[src/pkg/arcr_params.svh]
// Register addresses, reset values, field positions and selector codes.
`ifndef ARCR_PARAMS_SVH
`define ARCR_PARAMS_SVH

`define ARCR_ADDR_ROUTE       8'h07
`define ARCR_ADDR_BIAS        8'h08
`define ARCR_ROUTE_RESET      8'hFF
`define ARCR_BIAS_RESET       8'h00
`define ARCR_ZERO_BYTE        8'h00

`define ARCR_SRC2_MSB         7
`define ARCR_SRC2_LSB         4
`define ARCR_SRC1_MSB         3
`define ARCR_SRC1_LSB         0

`define ARCR_BIAS_RSVD_BIT    7
`define ARCR_BIAS_COMMON_BIT  6
`define ARCR_BIAS_INPUT_MSB   5
`define ARCR_BIAS_INPUT_LSB   0

`define ARCR_SEL_AIN_LAST     4'h5
`define ARCR_SEL_ALT6         4'h6
`define ARCR_SEL_ALT7         4'h7
`define ARCR_SEL_HIGH_FIRST   4'h8
`define ARCR_SEL_HIGH_LAST    4'hB
`define ARCR_SEL_COMMON       4'hC

`define ARCR_NUM_INPUTS       12
`define ARCR_NUM_BIAS_INPUTS  6
`define ARCR_ONEHOT_BASE      12'h001
`define ARCR_ONEHOT_NONE      12'h000

`endif

[src/pkg/arcr_pkg.sv]
// Types shared by the analog routing control register block.
package arcr_pkg;

    typedef logic [7:0]  arcr_byte_t;
    typedef logic [3:0]  arcr_sel_t;
    typedef logic [11:0] arcr_inputs_t;

    typedef enum logic [2:0] {
        ARCR_DEST_NONE,
        ARCR_DEST_INPUT,
        ARCR_DEST_COMMON,
        ARCR_DEST_REF_POS,
        ARCR_DEST_REF_NEG
    } arcr_dest_t;

endpackage

[src/hw/arcr_route_decode.sv]
// Decoder from one excitation source selector to its switch controls.
`timescale 1ns/1ps
`default_nettype none
`include "arcr_params.svh"

module arcr_route_decode
    import arcr_pkg::*;
#(
    parameter bit TWELVE_INPUT = 1'b1
) (
    input  wire arcr_sel_t    sel,
    output arcr_inputs_t      input_onehot,
    output logic              to_common,
    output logic              to_ref_pos,
    output logic              to_ref_neg,
    output logic              connected,
    output logic              unsupported,
    output arcr_dest_t        dest
);

    function automatic arcr_inputs_t onehot12(input arcr_sel_t idx);
        onehot12 = `ARCR_ONEHOT_BASE << idx;
    endfunction

    wire is_low    = (sel <= `ARCR_SEL_AIN_LAST);
    wire is_alt6   = (sel == `ARCR_SEL_ALT6);
    wire is_alt7   = (sel == `ARCR_SEL_ALT7);
    wire is_high   = (sel >= `ARCR_SEL_HIGH_FIRST)
                   && (sel <= `ARCR_SEL_HIGH_LAST);
    wire is_common = (sel == `ARCR_SEL_COMMON);

    // Codes map straight onto input indices on the large variant.
    wire input_hit = is_low
                   | ((is_alt6 | is_alt7) & TWELVE_INPUT)
                   | (is_high & TWELVE_INPUT);

    assign input_onehot = input_hit ? onehot12(sel) : `ARCR_ONEHOT_NONE;
    assign to_ref_pos   = is_alt6 & ~TWELVE_INPUT;
    assign to_ref_neg   = is_alt7 & ~TWELVE_INPUT;
    assign to_common    = is_common;
    // High input codes on the small variant open every switch.
    assign unsupported  = is_high & ~TWELVE_INPUT;
    assign connected    = input_hit | is_common
                        | to_ref_pos | to_ref_neg;
    assign dest = input_hit  ? ARCR_DEST_INPUT :
                  is_common  ? ARCR_DEST_COMMON :
                  to_ref_pos ? ARCR_DEST_REF_POS :
                  to_ref_neg ? ARCR_DEST_REF_NEG : ARCR_DEST_NONE;

endmodule // arcr_route_decode
`default_nettype wire

[src/hw/arcr_regs.sv]
// Excitation current routing and sensor bias configuration registers.
//
// Summary of operation
// - The upper nibble of the current-routing register selects the output channel of the second current source and resets to all ones.
// - The lower nibble selects the channel of the first current source with the same encoding and resets to all ones.
// - Codes 0 to 5 route the current to analog inputs 0 to 5 in order.
// - Codes 6 and 7 reach inputs 6 and 7 on the twelve-input part and the alternate reference pins on the six-input part.
// - Codes 8 to 11 reach inputs 8 to 11 and exist only on the twelve-input part.
// - Code 12 reaches the common input and codes 13 to 15 leave the source disconnected, the reset state.
// - The bias register sits at address 08h and resets to 00h so no input is biased.
// - Bias bit 6 connects the mid-supply bias to the common input when set.
// - Bias bits 5 to 0 connect the bias to the analog input of the same index when set.
// - Any combination of bias bits may be set together with no priority.
// - The current-routing register sits at address 07h and resets to FFh.
`timescale 1ns/1ps
`default_nettype none
`include "arcr_params.svh"

module arcr_regs
    import arcr_pkg::*;
#(
    parameter bit TWELVE_INPUT = 1'b1
) (
    input  wire logic         clk,
    input  wire logic         srst,
    input  wire logic         reg_wr_en,
    input  wire logic         reg_rd_en,
    input  wire arcr_byte_t   reg_addr,
    input  wire arcr_byte_t   reg_wdata,
    output arcr_byte_t        reg_rdata,
    output logic              reg_rd_valid,
    output logic              reg_addr_hit,
    output arcr_sel_t         source1_channel_select,
    output arcr_sel_t         source2_channel_select,
    output arcr_inputs_t      src1_input_route,
    output logic              src1_common_route,
    output logic              src1_ref_pos_route,
    output logic              src1_ref_neg_route,
    output logic              src1_connected,
    output logic              src1_unsupported,
    output arcr_inputs_t      src2_input_route,
    output logic              src2_common_route,
    output logic              src2_ref_pos_route,
    output logic              src2_ref_neg_route,
    output logic              src2_connected,
    output logic              src2_unsupported,
    output logic              route_conflict,
    output logic [5:0]        bias_input_enable,
    output logic              bias_common_enable
);

    // A macro literal cannot be part-selected, so the reset byte is named.
    localparam arcr_byte_t BIAS_RESET_BYTE = `ARCR_BIAS_RESET;

    // Stored register contents.
    arcr_byte_t   current_routing_reg;
    arcr_byte_t   current_routing_next;
    arcr_byte_t   mid_supply_bias_reg;
    arcr_byte_t   mid_supply_bias_next;

    // Read port state.
    arcr_byte_t   rdata_reg;
    arcr_byte_t   rdata_next;
    logic         rd_valid_reg;
    logic         addr_hit_reg;
    logic         addr_hit_next;

    // Registered switch controls.
    arcr_inputs_t src1_input_reg;
    logic         src1_common_reg;
    logic         src1_ref_pos_reg;
    logic         src1_ref_neg_reg;
    logic         src1_conn_reg;
    logic         src1_unsup_reg;
    arcr_inputs_t src2_input_reg;
    logic         src2_common_reg;
    logic         src2_ref_pos_reg;
    logic         src2_ref_neg_reg;
    logic         src2_conn_reg;
    logic         src2_unsup_reg;
    logic         conflict_reg;
    logic         conflict_next;
    logic [5:0]   bias_input_reg;
    logic         bias_common_reg;

    // Address decode.
    wire hit_route = (reg_addr == `ARCR_ADDR_ROUTE);
    wire hit_bias  = (reg_addr == `ARCR_ADDR_BIAS);
    wire hit_any   = hit_route | hit_bias;
    wire wr_route  = reg_wr_en & hit_route;
    wire wr_bias   = reg_wr_en & hit_bias;

    // Field views of the stored registers.
    wire arcr_sel_t src2_sel =
        current_routing_reg[`ARCR_SRC2_MSB:`ARCR_SRC2_LSB];
    wire arcr_sel_t src1_sel =
        current_routing_reg[`ARCR_SRC1_MSB:`ARCR_SRC1_LSB];

    // Whole-byte write; the reserved bias bit is kept like any other.
    assign current_routing_next = wr_route ? reg_wdata
                                           : current_routing_reg;
    assign mid_supply_bias_next = wr_bias ? reg_wdata
                                          : mid_supply_bias_reg;

    // Unmapped addresses read as zero.  A read in the same cycle as a
    // write to the same address returns the value held before the write.
    assign rdata_next = !reg_rd_en ? rdata_reg :
                        hit_route  ? current_routing_reg :
                        hit_bias   ? mid_supply_bias_reg :
                                     `ARCR_ZERO_BYTE;
    assign addr_hit_next = (reg_rd_en | reg_wr_en) ? hit_any
                                                   : addr_hit_reg;

    always_ff @(posedge clk) begin
        if (srst) begin
            current_routing_reg <= `ARCR_ROUTE_RESET;
            mid_supply_bias_reg <= `ARCR_BIAS_RESET;
        end else begin
            current_routing_reg <= current_routing_next;
            mid_supply_bias_reg <= mid_supply_bias_next;
        end
    end

    always_ff @(posedge clk) begin
        if (srst) begin
            rdata_reg    <= `ARCR_ZERO_BYTE;
            rd_valid_reg <= 1'b0;
            addr_hit_reg <= 1'b0;
        end else begin
            rdata_reg    <= rdata_next;
            rd_valid_reg <= reg_rd_en;
            addr_hit_reg <= addr_hit_next;
        end
    end

    // Both sources share one decoder design and hence one encoding.
    arcr_inputs_t dec1_input;
    logic         dec1_common;
    logic         dec1_ref_pos;
    logic         dec1_ref_neg;
    logic         dec1_conn;
    logic         dec1_unsup;
    arcr_inputs_t dec2_input;
    logic         dec2_common;
    logic         dec2_ref_pos;
    logic         dec2_ref_neg;
    logic         dec2_conn;
    logic         dec2_unsup;

    arcr_route_decode #(
        .TWELVE_INPUT (TWELVE_INPUT)
    ) u_dec_src1 (
        .sel          (src1_sel),
        .input_onehot (dec1_input),
        .to_common    (dec1_common),
        .to_ref_pos   (dec1_ref_pos),
        .to_ref_neg   (dec1_ref_neg),
        .connected    (dec1_conn),
        .unsupported  (dec1_unsup),
        .dest         ()
    );

    arcr_route_decode #(
        .TWELVE_INPUT (TWELVE_INPUT)
    ) u_dec_src2 (
        .sel          (src2_sel),
        .input_onehot (dec2_input),
        .to_common    (dec2_common),
        .to_ref_pos   (dec2_ref_pos),
        .to_ref_neg   (dec2_ref_neg),
        .connected    (dec2_conn),
        .unsupported  (dec2_unsup),
        .dest         ()
    );

    // Both sources driving the same pin is legal but worth flagging.
    assign conflict_next = (|(dec1_input & dec2_input))
                         | (dec1_common  & dec2_common)
                         | (dec1_ref_pos & dec2_ref_pos)
                         | (dec1_ref_neg & dec2_ref_neg);

    always_ff @(posedge clk) begin
        if (srst) begin
            src1_input_reg   <= `ARCR_ONEHOT_NONE;
            src1_common_reg  <= 1'b0;
            src1_ref_pos_reg <= 1'b0;
            src1_ref_neg_reg <= 1'b0;
            src1_conn_reg    <= 1'b0;
            src1_unsup_reg   <= 1'b0;
        end else begin
            src1_input_reg   <= dec1_input;
            src1_common_reg  <= dec1_common;
            src1_ref_pos_reg <= dec1_ref_pos;
            src1_ref_neg_reg <= dec1_ref_neg;
            src1_conn_reg    <= dec1_conn;
            src1_unsup_reg   <= dec1_unsup;
        end
    end

    always_ff @(posedge clk) begin
        if (srst) begin
            src2_input_reg   <= `ARCR_ONEHOT_NONE;
            src2_common_reg  <= 1'b0;
            src2_ref_pos_reg <= 1'b0;
            src2_ref_neg_reg <= 1'b0;
            src2_conn_reg    <= 1'b0;
            src2_unsup_reg   <= 1'b0;
        end else begin
            src2_input_reg   <= dec2_input;
            src2_common_reg  <= dec2_common;
            src2_ref_pos_reg <= dec2_ref_pos;
            src2_ref_neg_reg <= dec2_ref_neg;
            src2_conn_reg    <= dec2_conn;
            src2_unsup_reg   <= dec2_unsup;
        end
    end

    // Each bias bit drives its own switch, so any mix may be closed.
    always_ff @(posedge clk) begin
        if (srst) begin
            bias_input_reg  <= BIAS_RESET_BYTE
                [`ARCR_BIAS_INPUT_MSB:`ARCR_BIAS_INPUT_LSB];
            bias_common_reg <= 1'b0;
            conflict_reg    <= 1'b0;
        end else begin
            bias_input_reg  <= mid_supply_bias_reg
                [`ARCR_BIAS_INPUT_MSB:`ARCR_BIAS_INPUT_LSB];
            bias_common_reg <=
                mid_supply_bias_reg[`ARCR_BIAS_COMMON_BIT];
            conflict_reg    <= conflict_next;
        end
    end

    assign reg_rdata              = rdata_reg;
    assign reg_rd_valid           = rd_valid_reg;
    assign reg_addr_hit           = addr_hit_reg;
    assign source1_channel_select = src1_sel;
    assign source2_channel_select = src2_sel;
    assign src1_input_route       = src1_input_reg;
    assign src1_common_route      = src1_common_reg;
    assign src1_ref_pos_route     = src1_ref_pos_reg;
    assign src1_ref_neg_route     = src1_ref_neg_reg;
    assign src1_connected         = src1_conn_reg;
    assign src1_unsupported       = src1_unsup_reg;
    assign src2_input_route       = src2_input_reg;
    assign src2_common_route      = src2_common_reg;
    assign src2_ref_pos_route     = src2_ref_pos_reg;
    assign src2_ref_neg_route     = src2_ref_neg_reg;
    assign src2_connected         = src2_conn_reg;
    assign src2_unsupported       = src2_unsup_reg;
    assign route_conflict         = conflict_reg;
    assign bias_input_enable      = bias_input_reg;
    assign bias_common_enable     = bias_common_reg;

endmodule // arcr_regs
`default_nettype wire

[config.mk]
export PLATFORM = sky130hd
export DESIGN_NAME = arcr_regs
export DESIGN_NICKNAME = d
export VERILOG_FILES = /design/src/pkg/arcr_pkg.sv /design/src/hw/arcr_route_decode.sv /design/src/hw/arcr_regs.sv
export VERILOG_INCLUDE_DIRS = /design/src /design/src/pkg
export SDC_FILE = /design/constraint.sdc
export NUM_CORES = 1
export LEC_CHECK = 0
export BUFFER_PORTS_ARGS = -buffer_cell sky130_fd_sc_hd__buf_2
export CAP_MARGIN = 20
export CORE_ASPECT_RATIO = 1.1
export CORE_MARGIN = 2
export CORE_UTILIZATION = 44
export DETAILED_ROUTE_END_ITERATION = 10
export PLACE_DENSITY = 0.73
export SETUP_SLACK_MARGIN = 0.05
export SLEW_MARGIN = 0
export SYNTH_ARGS = -nofsm -noshare
export SYNTH_HDL_FRONTEND = slang
export SYNTH_SLANG_ARGS = --single-unit
[constraint.sdc]
create_clock -name clk -period 1.3 [get_ports clk]
set_input_delay 0 -clock clk [delete_from_list [all_inputs] [get_ports clk]]
set_output_delay 0 -clock clk [all_outputs]
set_load 0.02 [all_outputs]
# ---- Yosys cells after proc, flatten, opt, wreduce, memory -nomap -nowiden
# Index checks and enable logic that the tools add are counted.
dict set report totals {
  regBits 62
  in_bits 20
  word_cells 52
}
dict set report classes {
  magnitude_cmp 6
  n_eq_ne 8
  n_shift 2
  mux 4
  n_bitwise 15
  n_reduce_logical 3
}
# cell count
set ops {}
lappend ops {{two-way mux 12 bit} 2}
lappend ops {{left shift 1 x 4 -> 12 bit (first input constant)} 2}
lappend ops {{equality test 4 x 3 -> 1 bit (second input constant)} 4}
lappend ops {{two-way mux 8 bit} 2}
lappend ops {{bitwise AND 12 bit} 1}
lappend ops {{OR reduction 12 bit} 1}
lappend ops {{bitwise OR 1 bit} 11}
lappend ops {{equality test 4 bit (second input constant)} 2}
lappend ops {{equality test 8 x 3 -> 1 bit (second input constant)} 1}
lappend ops {{equality test 8 x 4 -> 1 bit (second input constant)} 1}
lappend ops {{>= comparator 4 bit (second input constant)} 2}
lappend ops {{less-or-equal comparator 4 x 3 -> 1 bit (second input constant)} 2}
lappend ops {{less-or-equal comparator 4 bit (second input constant)} 2}
lappend ops {{bitwise AND 1 bit} 3}
lappend ops {{logical AND 1 bit} 2}

# ---- Logic depth before layout (Yosys ltp)
# Gate-level depths: netlist of the first run.
dict set report depth {
  ltp_word 8
  ltp_mapped 5
  depth_no_buf 4
}

# ---- Cells and area by module
# A second synthesis of the first run with hierarchy kept.
dict set report hier_totals {
  cells_unflattened 267
  hier_area_um2 2952.8
}
# mod instances cells_each area_per_inst_um2 seq_area_each_um2
set by_module_without_submodules {}
lappend by_module_without_submodules {arcr_regs 1 215 2327.2 1361.3}
lappend by_module_without_submodules {arcr_route_decode 2 26 312.8 0.0}

# ---- Worst setup path before layout of the first run
# OpenSTA, ideal clock, no wires.
dict set report synth_timing {
  kind {register -> register}
  from {register current_routing_reg[5]}
  to {register conflict_reg (netlist: route_conflict)}
  setup_time_ps 74
  arrival_ps 1418
  path_slack_ps -192
  path_stages_with_launch 6
  path_cell_list {dfxtp_1 > buf_4 > or4bb_1 > o22ai_1 > o21bai_1 > a31oi_1}
}
dict set report synth_between {
  elab_chain_cells 8
  elab_cells_between_ends 16
}
# item line_no
set synth_rtl {}
lappend synth_rtl {{from (decl)} arcr_regs.sv:56} ;# arcr_byte_t current_routing_reg;
lappend synth_rtl {{from (signal assigned)} arcr_regs.sv:116} ;# current_routing_reg <= `ARCR_ROUTE_RESET;
lappend synth_rtl {{from (signal assigned)} arcr_regs.sv:119} ;# current_routing_reg <= current_routing_next;
lappend synth_rtl {{branches (longest 7 deep; another with less-or-equal comparator 4 x 3 -> 1 bit)} n/a}
lappend synth_rtl {{bitwise OR 1 bit (*)} arcr_regs.sv:178} ;# | (dec1_common & dec2_common)
lappend synth_rtl {{to (signal assigned)} arcr_regs.sv:230} ;# conflict_reg <= conflict_next;
lappend synth_rtl {{to (decl)} arcr_regs.sv:81} ;# logic conflict_reg;
# Mark *: on every way between the ends.
# A chain may end at the register's enable or synchronous reset.

# ---- Worst setup path in the final report of the first run
dict set report layout_timing {
  from {register current_routing_reg[3]}
  to {register conflict_reg (netlist: route_conflict)}
}
# The elaborated chain is that of the path after synthesis.

==> flow_summary_export.csv, run 1 <==
group,metric,value,unit
outcome,status,"complete, but fails checks",
outcome,violations,"setup timing",
detailed_routing,dr.pass1.iters,4,
cts,clock_path_buffers,2,
worst_setup_path,crit_type,"register to register",
sta,fin_ws,-0.0114,ns
worst_setup_path,crit_chain,"or4bb_1 -> o22ai_2 -> o21bai_1 -> a31oi_1",
power_and_ir_drop,power.density,1190,nW/um2
yosys,syn_area_per_cell,9.57,um2
sta,rsz0062_at_grt,"yes",
power_and_ir_drop,power.leakage,1.49,nW
cts,clk_pin_slew,0.06,ns
layout,area_growth,33.0,%
power_and_ir_drop,peakVddDrop,626,uV
power_and_ir_drop,seqPwrFrac,52.5,%
sta,fin_crit,1.31,ns
worst_setup_path,r2r-start,"current_routing_reg[3]",
worst_setup_path,worstSetupStartpointType,"register",
floorplan,num_rows,27,
floorplan,die-width,72.9,um
sta,hold_viol,0,
min_path,hp-start,"reg_rd_en",
global_routing,grt_pass1_wl,7.87,mm
layout,fin_util,60.7,%
power_and_ir_drop,comb_power_share,4.3,%
yosys,yosys_register_bits,62,
cts,tritoncts,"built",
global_routing,met2_usage,30.0,%
detailed_routing,viasPerCell,4.83,
global_routing,grt_pass1_vias,1665,
sta,finalCritPeriodShare,101,%
yosys,synth_edf_count,0,
yosys,yosys-top-cells-area,"dfxtp_1 (54%), nor2_1 (7.2%), nor2b_1 (4.4%), nand2_1 (4.1%), mux2i_1 (3.5%)",
yosys,synth_flop_cell,"dfxtp_1",
sta,timing.fmax,0.763,GHz
yosys,netlist_instances,240,
sta,setup_viol,1,
power_and_ir_drop,power_frac_clock,43.2,%
layout,diodes,0,
yosys,yosysWarnings,0,
layout,nets,355,
min_path,min-delay-path-class,"input port to register",
yosys,yosysUniqueCellTypes,33,
yosys,synth-async-reset-ratio,0,%
sta,fin_setup_tns,-0.0114,ns
detailed_routing,routedWlPerCell,12.7,um
layout,drive_above_1_share,34.7,%
worst_setup_path,crit_fanout,6,
layout,multi_input_area,960,um2
detailed_routing,drt_iter0_drc,61,
placement,dp_hpwl,3.63,mm
global_routing,grt_max_degree,23,
yosys,synth.cell_area,2300,um2
detailed_routing,wl,5.04,mm
cts,root_buffer,"clkbuf_8",
flow_run,drv_cap,0,
global_routing,track_usage,18.3,%
global_routing,busiest_layer,"met2",
floorplan,initial_core_util,45.6,%
cts,post_cts_buffers,0,
floorplan,chipHeight,79.8,um
yosys,yosys.area.top_type,"dfxtp_1",
power_and_ir_drop,finalPower,3.63,mW
global_routing,gr-total-overflow,0,
worst_setup_path,rr_worst_depth,4,
sta,drv_slew,0,
power_and_ir_drop,internal_power,2.85,mW
detailed_routing,remaining_drc_errors,0,
power_and_ir_drop,p_sw_share,21.4,%
worst_setup_path,cpMaxStageDelayCell,"or4bb_1",
min_path,hold_depth,2,
sta,whs,0.0272,ns
worst_setup_path,reg2reg_slack,-0.01,ns
worst_setup_path,slowest_delay,0.52,ns
layout,regArea,1250,um2
min_path,hold-path-endpoint,"reg_rd_valid",
sta,finClkSkew,0.00636,ns
global_routing,antenna_found_initial,0,
placement,gp_congestion,0.811,
global_routing,grt_use_met3,6.44,%
floorplan,coreArea,5030,um2
layout,num-fill-cells,451,
yosys,synth_top_cell_area_share,54.0,%
floorplan,ios,80,
cts,cts_buffers,9,
worst_setup_path,critPathArrivalTime,1.57,ns
detailed_routing,postRouteAntennaNets,0,
cts,cts.sinks,62,
worst_setup_path,crit_path_end_kind,"register",
placement,portBuffers,73,
worst_setup_path,crit_required,1.56,ns
cts,htreeDepth,3,
yosys,yosysSeqAreaShare,54.0,%
placement,pre_cts_slack,0.0137,ns
worst_setup_path,r2r_end,"route_conflict",
power_and_ir_drop,p_switching,0.775,mW
cts,clk_latency,0.33,ns
detailed_routing,route.vias.total,1923,
floorplan,dieArea,5820,um2
global_routing,met1_usage,21.3,%
[final cells by class]
class	count	share of cell area, %
Sequential cell	62	41.0
Multi-Input combinational cell	163	31.4
Clock buffer	12	4.42
Clock inverter	4	1.56
Timing Repair Buffer	99	19.3
Tap cell	58	2.38
[cell families (layout without fill, tap and decap cells)]
logic type / Yosys count / after routing / share of synthesized area (%)
and+or+nand+nor: 120 / 120 / 28.3
DFF: 62 / 62 / 54.0
AOI/OAI and AO/OA: 27 / 27 / 7.84
buffers and inverters: 20 / 115 / 5.39
muxes: 8 / 8 / 3.49
xor gates and xnor gates: 2 / 2 / 0.763
other: 1 / 6 / 0.163
[power by group through the flow]
stage | combinational (mW) | clock, mW | sequential, mW
after floorplan | 0.0773 | 0 | 1.95
after global placement | 0.129 | 0 | 1.94
after detailed placement | 0.130 | 0 | 1.94
after CTS | 0.155 | 1.60 | 1.90
after global routing | 0.168 | 1.70 | 1.90
final | 0.155 | 1.57 | 1.90
[worst max-delay path, delay by kind of cell, from the launching register on]
family             cells  cell delay (ns)
AOI/OAI and AO/OA      3             0.37
DFF                    1             0.35
and+or+nand+nor        1             0.52
[synth_stat cells, types with 3 or more instances]
| cell type | instances |
|---|---|
| nand2b_1 | 4 |
| a21oi_1 | 11 |
| nor2_1 | 44 |
| or2_2 | 5 |
| buf_2 | 6 |
| nor2b_1 | 16 |
| dfxtp_1 | 62 |
| nand2_1 | 25 |
| clkbuf_1 | 5 |
| a22o_1 | 8 |
| nor3_1 | 3 |
| buf_4 | 7 |
| nand3b_1 | 8 |
| a31oi_1 | 3 |
| mux2i_1 | 8 |
[timing repair]
action | CTS | global route
endpoints found under the hold margin | 21 | 0
gates cloned | 0 | 0
hold buffers | 11 | 0
setup endpoints to repair | 1 | 3
resized for setup | 0 | 1
[worst max-delay path by stage]
stage	startpoint	slack (ns)	cells past startpoint	to
2_1_floorplan	current_routing_reg[2]	-0.06	5	route_conflict
3_3_place_gp	current_routing_reg[3]	0.06	4	route_conflict
3_5_place_dp	current_routing_reg[3]	0.01	4	route_conflict
4_1_cts	current_routing_reg[3]	-0.01	4	route_conflict
5_1_grt	current_routing_reg[3]	-0.09	4	route_conflict
6_report	current_routing_reg[3]	-0.01	4	route_conflict
[layout by cell type (no fill, tap or decap), types with 6 or more instances in the layout]
cell           netlist  layout
conb_1               1       6
dfxtp_1             62      56
nand2_1             25      25
nand3b_1             8       8
mux2i_1              8       8
a22o_1               8       8
dlygate4sd3_1        0      11
nor2b_1             16      16
buf_2                6      73
a21oi_1             11      11
buf_4                7      15
clkbuf_8             0       9
nor2_1              44      44
[layer usage]
metal | share of wire, % | vias up
met4 | 1.5 | 0
met3 | 6.2 | 9
met2 | 50 | 73
li1 | - | 975
met1 | 42 | 866
met5 | 0 | -
[metrics by stage]
| step | area, um2 | instances |
|---|---|---|
| 2_1_floorplan | 2340 | 245 |
| 3_3_place_gp | 2760 | 371 |
| 3_5_place_dp | 2760 | 371 |
| 4_1_cts | 3050 | 398 |
| 5_1_grt | 3050 | 398 |
| 6_report | 3050 | 398 |
Power figures use the tool's default switching activity.
==> inputs of run 2 (changes only) <==
--- a/config.mk
+++ b/config.mk
@@ -12,5 +12,6 @@
 export CORE_MARGIN = 2
-export CORE_UTILIZATION = 44
+export CORE_UTILIZATION = 46
+export CTS_BUF_LIST = sky130_fd_sc_hd__clkbuf_2
 export DETAILED_ROUTE_END_ITERATION = 10
-export PLACE_DENSITY = 0.73
+export PLACE_DENSITY = 0.75
 export SETUP_SLACK_MARGIN = 0.05
==> constraint.sdc (replaced) <==
create_clock -name clk -period 1.2 [get_ports clk]
set_input_delay 0 -clock clk [delete_from_list [all_inputs] [get_ports clk]]
set_output_delay 0 -clock clk [all_outputs]
set_load 0.1 [all_outputs]
==> run 2 against run 1 <==
Effect of this change:
- the flow still finishes with violations (setup timing)
- combinational power is 75% higher
- design area is 18% higher
- wire length is 14% higher
- via count is 5.5% higher
- setup slack worse by 0.14 ns
- hold slack worse by 0.0056 ns
- critical path type unchanged
==> flow_summary_export.csv, run 2 (synthesized netlist as in run 1, its figures left out) <==
group,metric,value,unit
placement,place_inst,373,
outcome,violations,"setup timing",
worst_setup_path,crit_type,"register to register",
sta,finClkSkew,0.0199,ns
layout,area_growth,56.5,%
floorplan,die-width,71.4,um
placement,pre_cts_slack,-0.0890,ns
global_routing,track_usage,20.7,%
power_and_ir_drop,peakVddDrop,681,uV
cts,clk_pin_slew,0.16,ns
floorplan,initial_core_util,48.7,%
floorplan,dieArea,5580,um2
global_routing,grt_pass1_vias,1940,
worst_setup_path,crit_fanout,3,
layout,layout_commonest_cell,"dfxtp_1",
sta,finalCritPeriodShare,113,%
floorplan,coreArea,4720,um2
power_and_ir_drop,power.density,917,nW/um2
cts,tritoncts,"built",
layout,nets,373,
sta,setup_viol,7,
cts,root_buffer,"clkbuf_2",
cts,cts.sinks,62,
layout,diodes,0,
power_and_ir_drop,finalPower,3.30,mW
sta,drv_slew,0,
global_routing,grt_max_degree,19,
sta,hold_viol,0,
layout,mostFrequentLayoutCells,"dfxtp_1 (45), buf_4 (39), nor2_1 (35)",
cts,cts_buffers,9,
floorplan,chipHeight,78.1,um
detailed_routing,drt_iter0_drc,75,
floorplan,ios,80,
worst_setup_path,crit_chain,"or4bb_1 -> nor2_1 -> o21bai_1 -> a31oi_1",
sta,fin_setup_tns,-0.359,ns
worst_setup_path,crit_required,1.60,ns
cts,clock_path_buffers,2,
worst_setup_path,crit_path_end_kind,"register",
detailed_routing,wl,5.73,mm
worst_setup_path,worstSetupStartpointType,"register",
sta,timing.fmax,0.740,GHz
detailed_routing,routedWlPerCell,13.8,um
detailed_routing,remaining_drc_errors,0,
detailed_routing,viasPerCell,4.90,
power_and_ir_drop,power.leakage,1.68,nW
sta,fin_ws,-0.152,ns
placement,dp_hpwl,3.56,mm
layout,stdcell_count,414,
worst_setup_path,cpMaxStageDelayCell,"or4bb_1",
min_path,min-delay-path-class,"input port to register",
layout,drive_above_1_share,45.0,%
global_routing,antenna_found_initial,0,
global_routing,gr-total-overflow,0,
detailed_routing,route.vias.total,2029,
placement,gp_congestion,0.798,
detailed_routing,dr.pass1.iters,4,
placement,portBuffers,73,
floorplan,num_rows,26,
sta,rsz0062_at_grt,"yes",
outcome,status,"complete, but fails checks",
worst_setup_path,critPathArrivalTime,1.75,ns
cts,htreeDepth,3,
flow_run,drv_cap,0,
sta,fin_crit,1.35,ns
detailed_routing,postRouteAntennaNets,0,
sta,whs,0.0215,ns
cts,clk_latency,0.48,ns
global_routing,grt_pass1_wl,8.99,mm
worst_setup_path,slowest_delay,0.54,ns
==> run 2: final cells by class <==
cell class | instances | area, um2
clock buffer | 10 | 50.0
tap | 56 | 70.1
multi-input combinational | 163 | 1010
fill | 310 | 1120
sequential | 62 | 1280
timing repair buffer | 117 | 1160
clock inverter | 6 | 27.5
==> run 2: power by group <==
part | internal (mW) | switching, mW | total [mW]
sequential | 2.05 | 0.00177 | 2.05
clock | 0.256 | 0.716 | 0.973
combinational | 0.0865 | 0.185 | 0.271
total | 2.39 | 0.903 | 3.30
==> run 2: timing repair <==
item	4_1_cts	5_1_grt
setup endpoints to repair	59	45
cloned	2	0
setup buffers	10	2
hold endpoints to repair	51	0
pin swaps	8	10
gates resized for setup	69	37
hold buffers	12	0
==> run 2: path summary, 6_finish.rpt <==
| kind | slack [ns] | depth (start not counted) | endpoint | start |
|---|---|---|---|---|
| min | 0.02 | 5 | mid_supply_bias_reg[1] | reg_addr[7] |
| max | -0.15 | 4 | route_conflict | current_routing_reg[2] |
| min reg2reg | 0.49 | 1 | bias_input_enable[0] | mid_supply_bias_reg[0] |
| max reg2reg | -0.15 | 4 | route_conflict | current_routing_reg[2] |
==> run 2: through the flow <==
step	instance area, um2	util (%)
floorplan	2390	-
detailed placement	2930	62.2
global placement	2930	62.2
finish	3590	76.2
CTS	3460	73.4
global route	3590	76.2
==> run 2: worst max-delay path: cells and delay by family (launching register included) <==
family             cells  cell delay, ns
DFF                    1            0.39
AOI/OAI and AO/OA      2            0.23
and+or+nand+nor        2            0.65
==> run 2: metal layers <==
| layer | part of all wire, % | global-route usage [%] |
|---|---|---|
| met1 | 41 | 23.8 |
| met2 | 50 | 34.7 |
| met3 | 5.6 | 4.49 |
| met4 | 3.5 | 12.6 |
| met5 | 0 | 0 |
